**src/hw/sapd_pkg.sv**
```systemverilog
package sapd_pkg;

    localparam int unsigned CLK_HZ = 20000000;
    localparam int unsigned RES_W = 10;
    localparam int unsigned BYTE_W = 8;

    localparam int unsigned CLK_MHZ = CLK_HZ / 1000000;
    localparam int unsigned NS_PER_US = 1000;
    // internal power-up pulse after each rising edge of convert start, rounded up
    localparam int unsigned PWRUP_NS = 1500;
    localparam int unsigned PWRUP_CYC = (PWRUP_NS * CLK_MHZ + NS_PER_US - 1) / NS_PER_US;
    // conversion time paced by the internal oscillator; integer math avoids real rounding
    localparam int unsigned CONV_NS = 2300;
    localparam int unsigned CONV_CYC = (CONV_NS * CLK_MHZ) / NS_PER_US;
    localparam int unsigned CNT_W = 8;
    localparam logic [CNT_W-1:0] CNT_ZERO = 8'h00;
    localparam logic [CNT_W-1:0] CNT_ONE = 8'h01;
    localparam logic [CNT_W-1:0] PWRUP_LOAD = CNT_W'(PWRUP_CYC);
    localparam logic [CNT_W-1:0] CONV_LOAD = CNT_W'(CONV_CYC);

    localparam logic [RES_W-1:0] RES_RESET = 10'h000;
    localparam logic [BYTE_W-1:0] BYTE_RESET = 8'h00;
    localparam int unsigned MSB_LO = 2;
    localparam logic [5:0] LSB_PAD = 6'h00;

    typedef enum logic [1:0] {
        SAPD_OFF,
        SAPD_ON,
        SAPD_CONV
    } sapd_state_t;

    // analog side of the converter core
    typedef struct packed {
        logic input_select_switch;
        logic comparator_balance_switch;
        logic powered;
    } sapd_analog_t;

    // read port strobes, already synchronised
    typedef struct packed {
        logic rd;
        logic cs;
    } sapd_rd_t;

endpackage : sapd_pkg

```
**src/hw/sapd_sync.sv**
```systemverilog
`timescale 1ns/100ps
module sapd_sync (
    input wire logic i_core_clk,
    input wire logic i_rst_n,
    input wire logic i_async,
    output logic o_sync
);
    logic meta;
    logic next_meta;
    logic next_sync;

    always_comb begin
        next_meta = i_async;
        next_sync = meta;
    end

    always_ff @(posedge i_core_clk or negedge i_rst_n) begin
        if (!i_rst_n) begin
            meta <= 1'b0;
            o_sync <= 1'b0;
        end else begin
            meta <= next_meta;
            o_sync <= next_sync;
        end
    end
endmodule : sapd_sync

```
**src/hw/sapd_ctrl.sv**
```systemverilog
`timescale 1ns/100ps
// Notes on behaviour
// - busy rises when a conversion starts and falls when it ends.
// - the conversion ends when the comparator reports balance or the internal timebase runs out, then the code is produced.
// - after reset the block is powered down and cannot convert until powered up.
// - power-up is entered on the rising edge of the internal pulse and lasts 1.5 us.
// - each rising edge of convert start fires a 1.5 us internal pulse.
// - conversion starts on the falling edge of the gated start, not the pin alone.
// - in automatic power-down the block powers down after each conversion.
// - the 10-bit result is straight binary, one step being the reference over 1024.
// - the gated start is the OR of the pin level and the internal pulse.
// - the pin level when busy falls selects staying powered or powering down.
// - the result is read as two bytes: 8 MSBs, then 2 LSBs on the top lines.
module sapd_ctrl (
    input wire logic i_core_clk,
    input wire logic i_rst_n,
    input wire logic i_convert_start_n,
    input wire logic i_comp_balanced,
    input wire logic [sapd_pkg::RES_W-1:0] i_sar_code,
    input wire logic i_cs_n,
    input wire logic i_rd_n,
    output logic o_busy,
    output sapd_pkg::sapd_analog_t o_analog,
    output logic [sapd_pkg::BYTE_W-1:0] o_result_byte_lines,
    output logic o_result_byte_lines_oe
);
    logic cs_s;
    logic rd_s;
    logic cvs_s;
    logic cs_n_s;
    logic rd_n_s;

    // pins cross into the core clock before any logic sees them
    sapd_sync u_sync_cvs (
        .i_core_clk(i_core_clk),
        .i_rst_n(i_rst_n),
        .i_async(i_convert_start_n),
        .o_sync(cvs_s)
    );
    sapd_sync u_sync_cs (
        .i_core_clk(i_core_clk),
        .i_rst_n(i_rst_n),
        .i_async(~i_cs_n),
        .o_sync(cs_s)
    );
    sapd_sync u_sync_rd (
        .i_core_clk(i_core_clk),
        .i_rst_n(i_rst_n),
        .i_async(~i_rd_n),
        .o_sync(rd_s)
    );
    assign cs_n_s = ~cs_s;
    assign rd_n_s = ~rd_s;

    sapd_pkg::sapd_rd_t rd_now;
    assign rd_now = '{rd: ~rd_n_s, cs: ~cs_n_s};

    sapd_pkg::sapd_state_t state;
    sapd_pkg::sapd_state_t next_state;
    logic cvs_d;
    logic next_cvs_d;
    logic gated_d;
    logic next_gated_d;
    logic pulse;
    logic next_pulse;
    logic [sapd_pkg::CNT_W-1:0] pcnt;
    logic [sapd_pkg::CNT_W-1:0] next_pcnt;
    logic [sapd_pkg::CNT_W-1:0] ccnt;
    logic [sapd_pkg::CNT_W-1:0] next_ccnt;
    logic busy;
    logic next_busy;
    logic [sapd_pkg::RES_W-1:0] result;
    logic [sapd_pkg::RES_W-1:0] next_result;
    logic gated;
    logic cvs_rise;
    logic gated_fall;
    logic conv_done;

    assign gated = cvs_s | pulse;
    assign cvs_rise = cvs_s & ~cvs_d;
    assign gated_fall = gated_d & ~gated;
    // balance reported by the comparator or the internal timebase running out
    assign conv_done = (ccnt == sapd_pkg::CNT_ONE) || i_comp_balanced;

    always_comb begin
        next_cvs_d = cvs_s;
        next_gated_d = gated;
        next_pulse = pulse;
        next_pcnt = pcnt;
        next_ccnt = ccnt;
        next_busy = busy;
        next_result = result;
        next_state = state;
        if (cvs_rise) begin
            next_pulse = 1'b1;
            next_pcnt = sapd_pkg::PWRUP_LOAD;
        end else if (pcnt != sapd_pkg::CNT_ZERO) begin
            next_pcnt = pcnt - sapd_pkg::CNT_ONE;
            if (pcnt == sapd_pkg::CNT_ONE) begin
                next_pulse = 1'b0;
            end
        end
        case (state)
            sapd_pkg::SAPD_OFF: begin
                // only the pulse leaves power-down; a fall while off is ignored
                if (cvs_rise) begin
                    next_state = sapd_pkg::SAPD_ON;
                end
            end
            sapd_pkg::SAPD_ON: begin
                if (gated_fall) begin
                    next_state = sapd_pkg::SAPD_CONV;
                    next_busy = 1'b1;
                    next_ccnt = sapd_pkg::CONV_LOAD;
                end
            end
            sapd_pkg::SAPD_CONV: begin
                next_ccnt = ccnt - sapd_pkg::CNT_ONE;
                if (conv_done) begin
                    next_busy = 1'b0;
                    next_ccnt = sapd_pkg::CNT_ZERO;
                    next_result = i_sar_code;
                    // pin high at end keeps power, low powers down
                    next_state = cvs_s ? sapd_pkg::SAPD_ON : sapd_pkg::SAPD_OFF;
                end
            end
            default: begin
                next_state = sapd_pkg::SAPD_OFF;
            end
        endcase
    end

    always_ff @(posedge i_core_clk or negedge i_rst_n) begin
        if (!i_rst_n) begin
            state <= sapd_pkg::SAPD_OFF;
            cvs_d <= 1'b0;
            gated_d <= 1'b0;
            pulse <= 1'b0;
            pcnt <= sapd_pkg::CNT_ZERO;
            ccnt <= sapd_pkg::CNT_ZERO;
            busy <= 1'b0;
            result <= sapd_pkg::RES_RESET;
        end else begin
            state <= next_state;
            cvs_d <= next_cvs_d;
            gated_d <= next_gated_d;
            pulse <= next_pulse;
            pcnt <= next_pcnt;
            ccnt <= next_ccnt;
            busy <= next_busy;
            result <= next_result;
        end
    end

    // read port: first read gives the MSBs, second the LSBs, repeating
    logic second;
    logic next_second;
    logic rd_d;
    logic next_rd_d;
    logic [sapd_pkg::BYTE_W-1:0] dout;
    logic [sapd_pkg::BYTE_W-1:0] next_dout;
    logic dout_oe;
    logic next_dout_oe;
    sapd_pkg::sapd_analog_t analog;
    sapd_pkg::sapd_analog_t next_analog;

    always_comb begin
        next_rd_d = rd_now.cs & rd_now.rd;
        next_second = second;
        next_dout_oe = rd_now.cs & rd_now.rd;
        if (busy) begin
            next_second = 1'b0; // port resets while converting
        end else if (rd_d && !(rd_now.cs & rd_now.rd)) begin
            next_second = ~second;
        end
        if (second) begin
            next_dout = {result[sapd_pkg::MSB_LO-1:0], sapd_pkg::LSB_PAD};
        end else begin
            next_dout = result[sapd_pkg::RES_W-1:sapd_pkg::MSB_LO];
        end
        next_analog.powered = (next_state != sapd_pkg::SAPD_OFF);
        next_analog.input_select_switch = (next_state == sapd_pkg::SAPD_CONV);
        next_analog.comparator_balance_switch = (next_state != sapd_pkg::SAPD_CONV);
    end

    always_ff @(posedge i_core_clk or negedge i_rst_n) begin
        if (!i_rst_n) begin
            second <= 1'b0;
            rd_d <= 1'b0;
            dout <= sapd_pkg::BYTE_RESET;
            dout_oe <= 1'b0;
            analog <= '0;
        end else begin
            second <= next_second;
            rd_d <= next_rd_d;
            dout <= next_dout;
            dout_oe <= next_dout_oe;
            analog <= next_analog;
        end
    end

    assign o_busy = busy;
    assign o_analog = analog;
    assign o_result_byte_lines = dout;
    assign o_result_byte_lines_oe = dout_oe;
endmodule : sapd_ctrl

```
**config.mk**
```make
export PLATFORM = sky130hd
export DESIGN_NAME = sapd_ctrl
export DESIGN_NICKNAME = d
export VERILOG_FILES = /design/src/hw/sapd_pkg.sv /design/src/hw/sapd_sync.sv /design/src/hw/sapd_ctrl.sv
export SDC_FILE = /design/constraint.sdc
export NUM_CORES = 1
export LEC_CHECK = 0
export BUFFER_PORTS_ARGS = -buffer_cell sky130_fd_sc_hd__buf_2
export CELL_PAD_IN_SITES_DETAIL_PLACEMENT = 0
export CELL_PAD_IN_SITES_GLOBAL_PLACEMENT = 1
export CORE_MARGIN = 2
export CORE_UTILIZATION = 47
export CTS_BUF_LIST = sky130_fd_sc_hd__clkbuf_4 sky130_fd_sc_hd__clkbuf_8
export DETAILED_ROUTE_END_ITERATION = 8
export GPL_ROUTABILITY_DRIVEN = 1
export GPL_TIMING_DRIVEN = 0
export PLACE_DENSITY = 0.83
export SLEW_MARGIN = 10
export SYNTH_ARGS = -nofsm -noshare
export SYNTH_HDL_FRONTEND = slang
export SYNTH_SLANG_ARGS = --single-unit
```
**constraint.sdc**
```tcl
create_clock -name i_core_clk -period 2.8 [get_ports i_core_clk]
set_clock_uncertainty 0.2 [all_clocks]
set_input_delay 0.28 -clock i_core_clk [delete_from_list [all_inputs] [get_ports i_core_clk]]
set_output_delay 0.28 -clock i_core_clk [all_outputs]
set_load 0.01 [all_outputs]
```
==> flow_summary.ini <==
[run_status]
status = finished clean

[die]
dieWidth_um = 71.06
initial_core_util_pct = 48.53
io-pin-count = 29
core_mm2 = 0.004354
die_h_um = 71.06
rows = 24
dieArea_mm2 = 0.005049

[critical_path]
end_kind = flip-flop
cp.arrival_ns = 2.18
crit_fanout = 10
crit_required_ns = 2.79
reg2reg_from = ccnt[1]$_DFFE_PN0P_
crit_type = flip-flop to flip-flop
worstSetupStartpoint = ccnt[1]$_DFFE_PN0P_
cp-start-kind = flip-flop

[cells_and_area]
layout-drive-gt1-share_pct = 26.27
postLayoutCoreUtil_pct = 56.49
finalNetCount = 237
final_cells = 269
area.growth.synth_to_final_pct = 16.40
postLayoutCellArea_mm2 = 0.002460
antennaDiodeCount = 0

[logic_synthesis]
ys_warn_count = 0
synth.largest_area_cell = dfrtp_1
ys_types = 37
synth_enable_flop_cells = 0
synthTopCellsByArea = dfrtp_1 60%, mux2_2 6.4%, ha_1 3.0%
ys_seq_elements = 51
yosysMostFrequentCell = dfrtp_1
synthTopCellsByCount = 51 x dfrtp_1, 15 x inv_1, 13 x nand2_1
syn-num-nets = 198
synthArstFlopShare_pct = 100.0
avgSynthCellArea_um2 = 11.94
ys_seq_area_share_pct = 60.39
synth_area_mm2 = 0.002113
synth_cells = 177
synth-main-ff-cell = dfrtp_1
synth_top_area_share_pct = 60.39

[power_and_ir_drop]
power_density_mw_per_mm2 = 699.8
vdd_drop_max_mv = 0.3159
fin_total_pwr_mw = 1.721
p_leak_nw = 1.134

[place]
dp_hpwl_um = 2545
gp_congestion = 0.8499
placed_area_mm2 = 0.002318
placedCellCount = 257
numPortBuffers = 28

[job]
maxCapViolCount = 0

[detailed_routing]
vias = 1420
firstDrtPassIters = 4
via_per_inst = 5.279
totalWireLength_um = 3571
antenna_left = 0
drtIter0Drc = 79
drcViolationCount = 0
wire_per_inst_um = 13.28

[global_route]
antenna_found_initial = 0
grt_max_degree = 52
grt-ovfl-total = 0
track_usage_pct = 15.24
grt_pass1_wl_um = 6127
grt_pass1_vias = 1450

[sta]
slew_headroom_pct = 55.88
drv_slew = 0
setup_tns_ns = 0
rsz0062_at_grt = no
post-route-min-period_ns = 2.194
final.period_utilization_pct = 78.35
worst_slew_pin_slew_ns = 0.6606
hold_viol = 0
fmax_mhz = 455.8
setup_viol = 0

[clock_tree]
clk_path_buf_depth = 2
clock-sinks = 51
postCtsSetupBuffers = 0
insertion_delay_ns = 0.30
h-tree-depth = 2
numCtsBuffers = 5
path_clk_slew_ns = 0.09
cts_tree = yes
cts_root_buffer = clkbuf_8

[worst_hold_path]
worst_hold_startpoint = i_sar_code[3]
hp-class = input pin to flip-flop
==> area by class of cell <==
class,count,area [um2]
buffer,3,18.77
clock buffer,6,82.58
clock inverter,2,16.27
fill,362,1894
inverter,15,56.30
multi-input combinational,108,762.0
sequential,51,1276
tap,52,65.06
timing repair buffer,32,182.7
==> repair_timing <==
item	4_1_cts	5_1_grt
endpoints found under the hold margin	3	51
resized for setup	0	0
hold buffers	3	1
==> placed cells by master, fill, tap and decap left out, types with 2 or more instances in the layout <==
cell / n
ha_1: 5
a211oi_1: 2
o21ai_0: 8
mux2_2: 12
nor4_1: 2
o31ai_1: 3
nand2b_1: 4
buf_2: 27
or4_4: 2
inv_1: 15
nor2b_1: 8
nor2_1: 10
nor3_1: 3
dfrtp_1: 51
xnor2_1: 3
a21oi_1: 6
and2_1: 2
dlygate4sd3_1: 4
o211ai_1: 2
a31oi_1: 7
buf_4: 3
nand2_1: 13
clkbuf_8: 6
==> registers in the layout, indices dropped and copies added, names as in the netlist <==
name                    count
ccnt                        8
u_sync_cs.meta              1
result                     10
pulse                       1
gated_d                     1
o_result_byte_lines         8
u_sync_cvs.meta             1
pcnt                        8
o_analog                    3
cvs_d                       1
o_busy                      1
u_sync_cs.o_sync            1
u_sync_rd.meta              1
u_sync_cvs.o_sync           1
u_sync_rd.o_sync            1
o_result_byte_lines_oe      1
state                       2
second                      1
==> layer usage <==
layer	up-vias	wire, um	GRT usage, %
li1	689	-	-
met1	689	1644	18.41
met2	34	1699	26.17
met3	8	164	3.276
met4	0	62	6.918
met5	-	0	0
==> through the flow <==
stage	hold slack, ns	worst slack (ns)
after floorplan	-0.2156	0.8341
after global placement	0.1316	0.6362
after detailed placement	0.1362	0.6238
after CTS	0.0003534	0.6083
after global routing	0.0009787	0.4794
final	0.004925	0.6062
==> worst paths after layout <==
kind                                         endpoint  slack, ns  cells after the start
hold reg to reg            u_sync_cs.o_sync$_DFF_PN0_       0.15                      0
max in group asynchronous       result[1]$_DFFE_PN0P_       1.65                      2
min in group asynchronous         ccnt[7]$_DFFE_PN0P_       0.33                      2
hold / removal                  result[3]$_DFFE_PN0P_      0.005                      2
setup / recovery                result[9]$_DFFE_PN0P_       0.61                      7
setup reg to reg                result[9]$_DFFE_PN0P_       0.61                      7
==> critical path, cell delays in order (launching register included) <==
cell and delay, ns:
dfrtp_1 0.42, inv_1 0.10, ha_1 0.15, nor4b_2 0.26, a21oi_1 0.19, nor2_1 0.19
buf_4 0.22, mux2_2 0.35
==> power by group <==
part | switching [mW] | internal [mW]
sequential | 0.107 | 0.855
clock | 0.234 | 0.202
combinational | 0.166 | 0.157
total | 0.508 | 1.21
==> cell families after synthesis <==
logic type	synth area share, %
AOI/OAI and AO/OA	9.591
xor gates and xnor gates	1.658
adders and majority gates	2.960
buffers and inverters	3.552
DFF	60.39
muxes	6.868
and+or+nand+nor	14.98
Note: power is estimated with default switching activity, not from simulation.
